<file path="config.mk">
export PLATFORM = sky130hd
export DESIGN_NAME = inner_path_trigger_control
export DESIGN_NICKNAME = d
export VERILOG_FILES = /design/src/rtl/path_trigger_pkg.sv /design/src/rtl/ms_tick_gen.sv /design/src/rtl/edge_event_detect.sv /design/src/rtl/inner_path_trigger_control.sv
export VERILOG_INCLUDE_DIRS = /design/src /design/src/rtl
export SDC_FILE = /design/constraint.sdc
export NUM_CORES = 2
export LEC_CHECK = 0
export BUFFER_PORTS_ARGS = -buffer_cell sky130_fd_sc_hd__buf_2
export CAP_MARGIN = 20
export CORE_UTILIZATION = 40
export CTS_BUF_LIST = sky130_fd_sc_hd__clkbuf_8
export DETAILED_ROUTE_END_ITERATION = 7
export PLACE_DENSITY = 0.56
export SETUP_SLACK_MARGIN = 0.2
export SYNTH_ARGS = -nofsm -noshare
export SYNTH_HDL_FRONTEND = slang
export SYNTH_SLANG_ARGS = --single-unit
</file>
<file path="constraint.sdc">
create_clock -name clk -period 23 [get_ports clk]
set_clock_uncertainty 0.1 [all_clocks]
set_input_delay 1.15 -clock clk [delete_from_list [all_inputs] [get_ports clk]]
set_output_delay 1.15 -clock clk [all_outputs]
set_load 0.1 [all_outputs]
</file>
<file path="src/rtl/path_trigger_map.svh">
// register offsets, reset values, limits and timing counts of the path block
// assumes APB byte addresses, 32-bit aligned words, 25 MHz clock
`ifndef PATH_TRIGGER_MAP_SVH
`define PATH_TRIGGER_MAP_SVH

// ****************
// offsets
// ****************
`define RAMP_BASE        12'h000
`define WAIT_BASE        12'h040
`define PROTECTION_DECEL_SELECT_OFS         12'h080
`define TRIG_OFS         12'h084
`define RISE_OFS         12'h088
`define FALL_OFS         12'h08c
`define RETAIN_OFS       12'h090
`define FWD_LIM_OFS      12'h094
`define REV_LIM_OFS      12'h098
`define TURRET_OFS       12'h09c
`define BL_DIR_OFS       12'h0a0
`define BL_AMT_OFS       12'h0a4
`define BL_SMOOTH_OFS    12'h0a8
`define STATUS_OFS       12'h0ac

// ****************
// reset values and limits
// ****************
`define RAMP_RST         17'h00001
`define RAMP_MIN         17'h00001
`define RAMP_MAX         17'h1000e
`define WAIT_MAX         15'h7fff
`define TRIG_HOME        16'h0000
`define TRIG_PATH_MAX    16'h003f
`define TRIG_STOP        16'h03e8
`define TRIG_DONE_ADD    16'h07d0
`define EVT_NIB_MAX      4'hd
`define EVT_PATH_BASE    6'h32
`define RETAIN_MASK      16'h0011
`define PROTECTION_DECEL_SELECT_MASK        32'hf0f0ffff
`define TURRET_MAX       16'h7fff
`define BL_DIR_MAX       2'h2
`define BL_SMOOTH_MAX    16'h2710

// status register fields
`define ST_FWD_ALM_BIT   0
`define ST_REV_ALM_BIT   1
`define ST_STATE_LSB     8

// ****************
// timing
// ****************
`define CLK_HZ           25000000
`define SUBTICK_US       100
`define SUBTICK_CYC      ((`CLK_HZ / 1000000) * `SUBTICK_US)
`define SUBTICKS_PER_MS  10

`endif

</file>
<file path="src/rtl/path_trigger_pkg.sv">
// types shared by the path trigger block
// assumes nothing beyond a SystemVerilog compiler
package path_trigger_pkg;

  typedef enum logic [4:0] {
    ST_IDLE   = 5'b00001,
    ST_HOME   = 5'b00010,
    ST_RUN    = 5'b00100,
    ST_ISSUED = 5'b01000,
    ST_SETTLE = 5'b10000
  } path_state_t;

  typedef enum logic [1:0] {
    BL_OFF = 2'h0,
    BL_CCW = 2'h1,
    BL_CW  = 2'h2
  } backlash_dir_t;

endpackage : path_trigger_pkg

</file>
<file path="src/rtl/ms_tick_gen.sv">
// 0.1 ms and 1 ms tick generator
// assumes a free-running clock at the rate given to the parameters
`timescale 1ns/100ps
`include "path_trigger_map.svh"

module ms_tick_gen #(
  parameter int SUB_CYC = `SUBTICK_CYC,
  parameter int SUB_PER = `SUBTICKS_PER_MS
) (
  input  wire logic clk,
  input  wire logic reset,
  output logic      tick_sub,
  output logic      tick_ms
);

  logic [15:0] cyc_q;
  logic [3:0]  sub_q;

  always_ff @(posedge clk or posedge reset)
  begin
    if (reset)
    begin
      cyc_q    <= 16'h0000;
      tick_sub <= 1'b0;
    end
    else if (cyc_q == 16'(SUB_CYC - 1))
    begin
      cyc_q    <= 16'h0000;
      tick_sub <= 1'b1;
    end
    else
    begin
      cyc_q    <= cyc_q + 16'h0001;
      tick_sub <= 1'b0;
    end
  end

  always_ff @(posedge clk or posedge reset)
  begin
    if (reset)
    begin
      sub_q   <= 4'h0;
      tick_ms <= 1'b0;
    end
    else
    begin
      tick_ms <= 1'b0;
      if (tick_sub)
      begin
        if (sub_q == 4'(SUB_PER - 1))
        begin
          sub_q   <= 4'h0;
          tick_ms <= 1'b1;
        end
        else
        begin
          sub_q <= sub_q + 4'h1;
        end
      end
    end
  end

endmodule : ms_tick_gen

</file>
<file path="src/rtl/edge_event_detect.sv">
// per-input rising and falling edge pulses
// assumes inputs already synchronous to clk
`timescale 1ns/100ps

module edge_event_detect #(
  parameter int N = 4
) (
  input  wire logic         clk,
  input  wire logic         reset,
  input  wire logic [N-1:0] level,
  output logic      [N-1:0] rise,
  output logic      [N-1:0] fall
);

  logic [N-1:0] last_q;

  for (genvar i = 0; i < N; i++)
  begin : g_ch
    always_ff @(posedge clk or posedge reset)
    begin
      if (reset)
      begin
        last_q[i] <= 1'b0;
        rise[i]   <= 1'b0;
        fall[i]   <= 1'b0;
      end
      else
      begin
        last_q[i] <= level[i];
        rise[i]   <= level[i] & ~last_q[i];
        fall[i]   <= ~level[i] & last_q[i];
      end
    end
  end

endmodule : edge_event_detect

</file>
<file path="src/rtl/inner_path_trigger_control.sv">
// inner-register path trigger control with APB register file
// assumes a motion core that reports command issue and positioning done
//
// The implementer's own choices: the APB interface to the registers and the register addresses.
`timescale 1ns/100ps
`include "path_trigger_map.svh"

// How it works
// - writing 0 to the trigger register starts homing
// - writing 1 to 63 starts stored path n
// - writing 1000 stops the motion in progress
// - readback is n running, 1000+n issued, 2000+n positioned
// - rise map nibbles per event input; 1 to D start paths 51 to 63
// - fall map nibbles likewise on the inactive edge
// - protection decel register holds six selector nibbles at fixed bits
// - each selector nibble picks one of sixteen ramp times
// - sixteen ramp times, accepted 1 to 65550 ms
// - sixteen completion delays, accepted 0 to 32767 ms
// - retention bits: 0 keeps path memory, 1 discards at power-off
// - ccw move past forward soft limit raises forward alarm
// - cw move past reverse soft limit raises reverse alarm
// - soft limits compare raw command count before gearing
// - backlash option: 0 off, 1 ccw, 2 cw
// - backlash amount is signed 16-bit pulse count
// - backlash smoothing in 0.1 ms steps up to 10000
// - turret tool count 0 to 32767
module inner_path_trigger_control
  import path_trigger_pkg::*;
#(
  parameter int NPOS = 16,
  parameter int NEVT = 4
) (
  input  wire logic        clk,
  input  wire logic        reset,
  input  wire logic        psel,
  input  wire logic        penable,
  input  wire logic        pwrite,
  input  wire logic [11:0] paddr,
  input  wire logic [31:0] pwdata,
  output logic      [31:0] prdata,
  output logic             pready,
  output logic             pslverr,
  input  wire logic        event_input_a,
  input  wire logic        event_input_b,
  input  wire logic        event_input_c,
  input  wire logic        event_input_d,
  input  wire logic        inner_register_position_mode,
  input  wire logic        motor_ccw,
  input  wire logic        motor_moving,
  input  wire logic [31:0] cmd_pulse_count,
  input  wire logic        motion_cmd_issued,
  input  wire logic        motion_pos_done,
  input  wire logic        homing_done,
  input  wire logic        homing_second_stage,
  input  wire logic        timeout_abs_error,
  input  wire logic        reverse_hard_bound,
  input  wire logic        forward_hard_bound,
  output logic             path_start,
  output logic      [5:0]  path_number,
  output logic             homing_start,
  output logic             stop_req,
  output logic      [16:0] path_ramp_ms,
  output logic             protect_active,
  output logic      [16:0] protect_ramp_ms,
  output logic             forward_overtravel_alarm,
  output logic             reverse_overtravel_alarm,
  output logic      [15:0] backlash_comp,
  output logic      [1:0]  path_retention_option,
  output logic      [14:0] turret_tool_count
);

  // ****************
  // register storage
  // ****************
  logic [16:0]   ramp_q [NPOS];
  logic [14:0]   wait_q [NPOS];
  logic [31:0]   protection_decel_select_q;
  logic [15:0]   rise_map_q;
  logic [15:0]   fall_map_q;
  logic [15:0]   retain_q;
  logic [31:0]   fwd_lim_q;
  logic [31:0]   rev_lim_q;
  logic [15:0]   turret_q;
  logic [1:0]    bl_dir_q;
  logic [15:0]   bl_amt_q;
  logic [15:0]   bl_smooth_q;
  logic [15:0]   trig_rb_q;
  path_state_t   state_q;
  logic [5:0]    cur_path_q;
  logic [14:0]   settle_q;

  logic          tick_sub;
  logic          tick_ms;
  logic [NEVT-1:0] ev_rise;
  logic [NEVT-1:0] ev_fall;

  logic          wr_en;
  logic          setup;
  logic [3:0]    widx;
  logic          in_ramp;
  logic          in_wait;
  logic          mapped;
  logic [31:0]   rd_mux;
  logic [15:0]   wr16;
  logic [16:0]   wr_ramp;

  ms_tick_gen u_tick (
    .clk      (clk),
    .reset    (reset),
    .tick_sub (tick_sub),
    .tick_ms  (tick_ms)
  );

  edge_event_detect #(.N(NEVT)) u_edge (
    .clk   (clk),
    .reset (reset),
    .level ({event_input_d, event_input_c, event_input_b, event_input_a}),
    .rise  (ev_rise),
    .fall  (ev_fall)
  );

  // ****************
  // APB decode
  // ****************
  assign setup   = psel & ~penable;
  assign wr_en   = psel & penable & pready & pwrite;
  assign widx    = paddr[5:2];
  assign in_ramp = (paddr[11:6] == 6'(`RAMP_BASE >> 6));
  assign in_wait = (paddr[11:6] == 6'(`WAIT_BASE >> 6));
  assign wr16    = pwdata[15:0];
  assign wr_ramp = (pwdata > 32'(`RAMP_MAX)) ? `RAMP_MAX :
                   (pwdata < 32'(`RAMP_MIN)) ? `RAMP_MIN : pwdata[16:0];

  always_comb
  begin
    rd_mux = 32'h0000_0000;
    mapped = 1'b1;
    if (in_ramp)
      rd_mux = {15'h0000, ramp_q[widx]};
    else if (in_wait)
      rd_mux = {17'h00000, wait_q[widx]};
    else
      case (paddr)
        `PROTECTION_DECEL_SELECT_OFS:      rd_mux = protection_decel_select_q;
        `TRIG_OFS:      rd_mux = {16'h0000, trig_rb_q};
        `RISE_OFS:      rd_mux = {16'h0000, rise_map_q};
        `FALL_OFS:      rd_mux = {16'h0000, fall_map_q};
        `RETAIN_OFS:    rd_mux = {16'h0000, retain_q};
        `FWD_LIM_OFS:   rd_mux = fwd_lim_q;
        `REV_LIM_OFS:   rd_mux = rev_lim_q;
        `TURRET_OFS:    rd_mux = {16'h0000, turret_q};
        `BL_DIR_OFS:    rd_mux = {30'h00000000, bl_dir_q};
        `BL_AMT_OFS:    rd_mux = {16'h0000, bl_amt_q};
        `BL_SMOOTH_OFS: rd_mux = {16'h0000, bl_smooth_q};
        `STATUS_OFS:    rd_mux = {19'h00000, state_q, 6'h00,
                                  reverse_overtravel_alarm, forward_overtravel_alarm};
        default:        mapped = 1'b0;
      endcase
  end

  // one access cycle: answer prepared at setup
  always_ff @(posedge clk or posedge reset)
  begin
    if (reset)
    begin
      pready  <= 1'b0;
      pslverr <= 1'b0;
      prdata  <= 32'h0000_0000;
    end
    else
    begin
      pready  <= setup;
      pslverr <= setup & ~mapped;
      if (setup & ~pwrite)
        prdata <= rd_mux;
    end
  end

  // ****************
  // parameter registers
  // ****************
  for (genvar i = 0; i < NPOS; i++)
  begin : g_pos
    always_ff @(posedge clk or posedge reset)
    begin
      if (reset)
      begin
        ramp_q[i] <= `RAMP_RST;
        wait_q[i] <= 15'h0000;
      end
      else if (wr_en && widx == 4'(i))
      begin
        if (in_ramp)
          ramp_q[i] <= wr_ramp;
        if (in_wait)
          wait_q[i] <= (pwdata > 32'(`WAIT_MAX)) ? `WAIT_MAX : pwdata[14:0];
      end
    end
  end

  always_ff @(posedge clk or posedge reset)
  begin
    if (reset)
    begin
      protection_decel_select_q      <= 32'h0000_0000;
      rise_map_q  <= 16'h0000;
      fall_map_q  <= 16'h0000;
      retain_q    <= 16'h0000;
      fwd_lim_q   <= 32'h0000_0000;
      rev_lim_q   <= 32'h0000_0000;
      turret_q    <= 16'h0000;
      bl_dir_q    <= BL_OFF;
      bl_amt_q    <= 16'h0000;
      bl_smooth_q <= 16'h0000;
    end
    else if (wr_en)
    begin
      case (paddr)
        `PROTECTION_DECEL_SELECT_OFS:    protection_decel_select_q     <= pwdata & `PROTECTION_DECEL_SELECT_MASK;
        `RISE_OFS:    rise_map_q <= wr16;
        `FALL_OFS:    fall_map_q <= wr16;
        `RETAIN_OFS:  retain_q   <= wr16 & `RETAIN_MASK;
        `FWD_LIM_OFS: fwd_lim_q  <= pwdata;
        `REV_LIM_OFS: rev_lim_q  <= pwdata;
        `TURRET_OFS:  turret_q   <= (wr16 > `TURRET_MAX) ? `TURRET_MAX : wr16;
        `BL_DIR_OFS:
        begin
          if (pwdata <= 32'(`BL_DIR_MAX))
            bl_dir_q <= pwdata[1:0];
        end
        `BL_AMT_OFS:  bl_amt_q <= wr16;
        `BL_SMOOTH_OFS:
          bl_smooth_q <= (wr16 > `BL_SMOOTH_MAX) ? `BL_SMOOTH_MAX : wr16;
        default:;
      endcase
    end
  end

  // ****************
  // trigger decode: software write first, then event a..d
  // ****************
  logic       trig_wr;
  logic       go_home;
  logic       go_stop;
  logic       go_path;
  logic [5:0] go_num;
  logic       evt_hit;
  logic [5:0] evt_num;
  logic [3:0] nib;

  assign trig_wr = wr_en && (paddr == `TRIG_OFS) && (pwdata[31:16] == 16'h0000);

  always_comb
  begin
    evt_hit = 1'b0;
    evt_num = 6'h00;
    nib     = 4'h0;
    for (int i = NEVT - 1; i >= 0; i--)
    begin
      nib = ev_rise[i] ? rise_map_q[i*4 +: 4] : (ev_fall[i] ? fall_map_q[i*4 +: 4] : 4'h0);
      if (nib != 4'h0 && nib <= `EVT_NIB_MAX)
      begin
        evt_hit = 1'b1;
        evt_num = `EVT_PATH_BASE + {2'b00, nib};
      end
    end
  end

  always_comb
  begin
    go_home = 1'b0;
    go_stop = 1'b0;
    go_path = 1'b0;
    go_num  = 6'h00;
    if (trig_wr)
    begin
      if (wr16 == `TRIG_HOME)
        go_home = 1'b1;
      else if (wr16 <= `TRIG_PATH_MAX)
      begin
        go_path = 1'b1;
        go_num  = wr16[5:0];
      end
      else if (wr16 == `TRIG_STOP)
        go_stop = 1'b1;
      // 64 to 999 and above 1000 left without effect
    end
    else if (evt_hit && inner_register_position_mode)
    begin
      go_path = 1'b1;
      go_num  = evt_num;
    end
  end

  // ****************
  // path sequencer
  // ****************
  always_ff @(posedge clk or posedge reset)
  begin
    if (reset)
    begin
      state_q      <= ST_IDLE;
      cur_path_q   <= 6'h00;
      settle_q     <= 15'h0000;
      trig_rb_q    <= 16'h0000;
      path_start   <= 1'b0;
      path_number  <= 6'h00;
      homing_start <= 1'b0;
      stop_req     <= 1'b0;
      path_ramp_ms <= `RAMP_RST;
    end
    else
    begin
      path_start   <= go_path;
      homing_start <= go_home;
      stop_req     <= go_stop;
      if (go_stop)
        state_q <= ST_IDLE;
      else if (go_home)
      begin
        state_q   <= ST_HOME;
        trig_rb_q <= `TRIG_HOME;
      end
      else if (go_path)
      begin
        state_q      <= ST_RUN;
        cur_path_q   <= go_num;
        path_number  <= go_num;
        path_ramp_ms <= ramp_q[4'(go_num - 6'h01)];
        trig_rb_q    <= {10'h000, go_num};
      end
      else
        case (state_q)
          ST_IDLE:;
          ST_HOME:
            if (homing_done)
              state_q <= ST_IDLE;
          ST_RUN:
            if (motion_cmd_issued)
            begin
              state_q   <= ST_ISSUED;
              trig_rb_q <= `TRIG_STOP + {10'h000, cur_path_q};
            end
          ST_ISSUED:
            if (motion_pos_done)
            begin
              state_q  <= ST_SETTLE;
              settle_q <= wait_q[4'(cur_path_q - 6'h01)];
            end
          ST_SETTLE:
            if (settle_q == 15'h0000)
            begin
              state_q   <= ST_IDLE;
              trig_rb_q <= `TRIG_DONE_ADD + {10'h000, cur_path_q};
            end
            else if (tick_ms)
              settle_q <= settle_q - 15'h0001;
          default:
            state_q <= ST_IDLE;
        endcase
    end
  end

  // ****************
  // soft stroke limits and protection deceleration
  // ****************
  logic fwd_over;
  logic rev_over;
  logic [3:0] dsel;
  logic       dact;

  // raw command count, no gear applied
  assign fwd_over = inner_register_position_mode && motor_moving && motor_ccw &&
                    ($signed(cmd_pulse_count) > $signed(fwd_lim_q));
  assign rev_over = inner_register_position_mode && motor_moving && !motor_ccw &&
                    ($signed(cmd_pulse_count) < $signed(rev_lim_q));

  always_comb
  begin
    dact = 1'b1;
    if (homing_second_stage)
      dsel = protection_decel_select_q[31:28];
    else if (timeout_abs_error)
      dsel = protection_decel_select_q[23:20];
    else if (rev_over)
      dsel = protection_decel_select_q[15:12];
    else if (fwd_over)
      dsel = protection_decel_select_q[11:8];
    else if (reverse_hard_bound)
      dsel = protection_decel_select_q[7:4];
    else if (forward_hard_bound)
      dsel = protection_decel_select_q[3:0];
    else
    begin
      dsel = 4'h0;
      dact = 1'b0;
    end
  end

  logic clr_fwd;
  logic clr_rev;
  assign clr_fwd = wr_en && (paddr == `STATUS_OFS) && pwdata[`ST_FWD_ALM_BIT];
  assign clr_rev = wr_en && (paddr == `STATUS_OFS) && pwdata[`ST_REV_ALM_BIT];

  always_ff @(posedge clk or posedge reset)
  begin
    if (reset)
    begin
      forward_overtravel_alarm <= 1'b0;
      reverse_overtravel_alarm <= 1'b0;
      protect_active           <= 1'b0;
      protect_ramp_ms          <= `RAMP_RST;
    end
    else
    begin
      // set wins over clear
      forward_overtravel_alarm <= fwd_over | (forward_overtravel_alarm & ~clr_fwd);
      reverse_overtravel_alarm <= rev_over | (reverse_overtravel_alarm & ~clr_rev);
      protect_active           <= dact;
      protect_ramp_ms          <= ramp_q[dsel];
    end
  end

  // ****************
  // backlash compensation, rate limited one pulse per 0.1 ms
  // ****************
  logic [15:0] bl_target;
  assign bl_target = ((bl_dir_q == BL_CCW && motor_ccw) ||
                      (bl_dir_q == BL_CW && !motor_ccw)) ? bl_amt_q : 16'h0000;

  always_ff @(posedge clk or posedge reset)
  begin
    if (reset)
      backlash_comp <= 16'h0000;
    else if (bl_smooth_q == 16'h0000)
      backlash_comp <= bl_target;
    else if (tick_sub && backlash_comp != bl_target)
    begin
      if ($signed(backlash_comp) < $signed(bl_target))
        backlash_comp <= backlash_comp + 16'h0001;
      else
        backlash_comp <= backlash_comp - 16'h0001;
    end
  end

  // ****************
  // plain setting outputs
  // ****************
  always_ff @(posedge clk or posedge reset)
  begin
    if (reset)
    begin
      path_retention_option <= 2'b00;
      turret_tool_count     <= 15'h0000;
    end
    else
    begin
      path_retention_option <= {retain_q[4], retain_q[0]};
      turret_tool_count     <= turret_q[14:0];
    end
  end

endmodule : inner_path_trigger_control

</file>
==> results.ini <==
[min_path]
whs_path_depth = 1
hp-class = reg2reg

[sta]
fin_crit_ns = 6.02
fmax_ghz = 0.166
fin_crit_sh = 0.262
rsz0062_at_grt = false
finalSetupTns_ns = 0
worst_pin_slew_ns = 1.28
finalSetupViolCount = 0
setup_slack_ns = 16.98
relSlewSlack = 0.138
slew_viol_final = 0
report.final.hold_viol_count = 0
hold_ws_ns = 0.312

[critical_path]
worstSetupPathType = in2reg
crit_fanout = 21
rr_startpoint = u_edge.rise[3]
reg2reg_setup_slack_ns = 17.77
critPathLaunchType = input port
cp-endpoint = path_ramp_ms[7]
worstSetupStartpoint = pwdata[17]
endpoint_kind = register
worstReg2RegEnd = path_ramp_ms[7]
arrival_ns = 6.65
rr_worst_depth = 14
required_ns = 23.63

[floorplan]
die_h_um = 344
core_area_mm2 = 0.115
pin_count = 208
num_rows = 124
dieWidth_um = 344
start_util = 0.406
die_area_mm2 = 0.118

[logic_synthesis]
synth-edff-count = 0
ys_ff_latch = 861
syn_nets = 4821
synthFlopType = dfrtp_1
synth_area_mm2 = 0.0467
ys_types = 97
netlist_instances = 4630
synth_async_sr_flop_share = 1.00
synth_area_per_cell_um2 = 10.1
ys_warn_count = 0
ys_seq_area_frac = 0.462

[routing]
wirelength_mm = 163
wire_per_inst_um = 25.6
drcViolationCount = 2
via_count = 38282
vias_per_cell = 6.01
antenna_left = 0
first_pass_iters = 8
drtIter0Drc = 4007

[clock_tree]
cts_buffers = 155
cts.sinks = 861
cts_tree = done
root_buffer = clkbuf_8
post_cts_buffers = 0
h-tree-depth = 4
ctsResizeCount = 0
ctsHoldBuffers = 0
clock_latency_ns = 0.84
cts_buffer_depth = 3
clk_pin_slew_ns = 0.07

[grt]
grt_max_degree = 179
grtUsageTotal = 0.277
grt_pass1_vias = 36363
gr-total-overflow = 0
grt_first_pass_wirelength_mm = 243
antenna_found_initial = 16

[layout]
drive_above_1_share = 0.210
fin_nets = 4926
layout_commonest_cell = nand2_1
area.growth.synth_to_final_pct = 12.5
final_cells = 6366
final_cell_mix = 919 x nand2_1, 841 x dfrtp_1, 609 x o21ai_0

[place]
dp_cells = 6088
pre_cts_ws_ns = 16.19
place_hpwl_mm = 106
io_buffers = 207
place.gp.congestion = 0.953

[outcome]
violations = DRC
status = finished, violations left

[pwr]
vdd_ir_drop_max_mv = 0.0494
p_leak_nw = 23.7
power.density_mw_per_mm2 = 62.9
p_total_mw = 3.31

[run]
drv_cap = 0

cells by family (layout without fill, tap and decap cells):
group	count (synthesis)	count (layout)	synth area share
AO/OA/AOI/OAI	1139	1139	0.145
XOR/XNOR	36	36	0.00723
adder cells (fa/ha/maj)	96	96	0.0257
multiplexers	477	477	0.177
flip-flops	861	861	0.462
buffers and inverters	464	686	0.0391
AND/OR/NAND/NOR	1557	1557	0.144
other	0	2	0
synthesized netlist by cell type, types with 20 or more instances:
cell type  count  area (um^2)
nand4_1       53          332
mux2_2       103         1160
nand2_1      919         3450
nor2_1       268         1010
nor3_1        43          215
buf_1         22         82.6
clkbuf_1     294         1100
buf_2         38          190
o21ai_0      611         3060
a221oi_1      24          210
nor2b_1       28          175
a21oi_1      224         1120
mux2i_1      105         1050
mux4_2       269         6060
xnor2_1       24          210
nand3_1      114          571
a32oi_1       44          385
a22oi_1       48          360
ha_1          96         1200
a22o_1        27          236
dfrtp_1      842        21100
inv_1         99          372
a222oi_1      20          200
sequential cells by signal (all words and copies together) (netlist names), 5 cells and up:
signal and count:
ramp_q 272, wait_q 240, fwd_lim_q 32, prdata 32
rev_lim_q 32, protection_decel_select_q 24, path_ramp_ms 17, protect_ramp_ms 17
backlash_comp 16, bl_amt_q 16, bl_smooth_q 16, fall_map_q 16
rise_map_q 16, turret_q 16, u_tick.cyc_q 16, settle_q 15
turret_tool_count 15, trig_rb_q 10, cur_path_q 6, state_q 5
final cells by class:
| class | count | area (um^2) |
|---|---|---|
| flip-flops and latches | 861 | 21600 |
| diodes | 2 | 5.00 |
| fillers | 10886 | 62400 |
| inverters | 101 | 383 |
| clock inverters | 72 | 498 |
| multi-input cells | 3305 | 23500 |
| clock buffers | 202 | 2780 |
| repair buffers | 311 | 1920 |
| well taps | 1512 | 1890 |
critical path, cell delays in order:
cell	delay, ns
buf_2	0.12
nor4_1	0.71
nand4_1	0.60
or4_1	0.82
a211oi_4	0.43
nand2_1	0.12
and2_1	0.22
ha_4	0.54
buf_4	0.47
and2_1	0.97
a32oi_1	0.24
nand3_1	0.18
nand2_1	0.06
how the worst min path moves through the flow:
stage / start / to / slack [ns]
floorplan: retain_q[0] / path_retention_option[0] / 0.27
global placement: turret_q[13] / turret_tool_count[13] / 0.29
detailed placement: turret_q[13] / turret_tool_count[13] / 0.30
CTS: event_input_c / u_edge.last_q[2] / 0.28
global route: event_input_b / u_edge.last_q[1] / 0.31
finish: u_edge.last_q[1] / u_edge.rise[1] / 0.31
routing by layer:
metal  track usage  vias to the layer above  part of all wire
li1              -                    16943                 -
met1         0.390                    19202              0.43
met2         0.410                     1746              0.44
met3        0.0622                      369             0.086
met4         0.121                       22             0.044
met5             0                        -           0.00096
power by group:
part | internal, mW | total [mW] | switching (mW)
sequential | 1.53 | 1.53 | 0.00837
clock | 0.853 | 1.52 | 0.670
combinational | 0.0566 | 0.247 | 0.191
metrics by stage:
stage | cell area (um^2) | util
2_1_floorplan | 46700 | -
3_3_place_gp | 49200 | 0.428
3_5_place_dp | 49200 | 0.428
4_1_cts | 52500 | 0.457
5_1_grt | 52600 | 0.457
6_report | 52600 | 0.457
No activity file was read; power rests on OpenSTA's default activity.
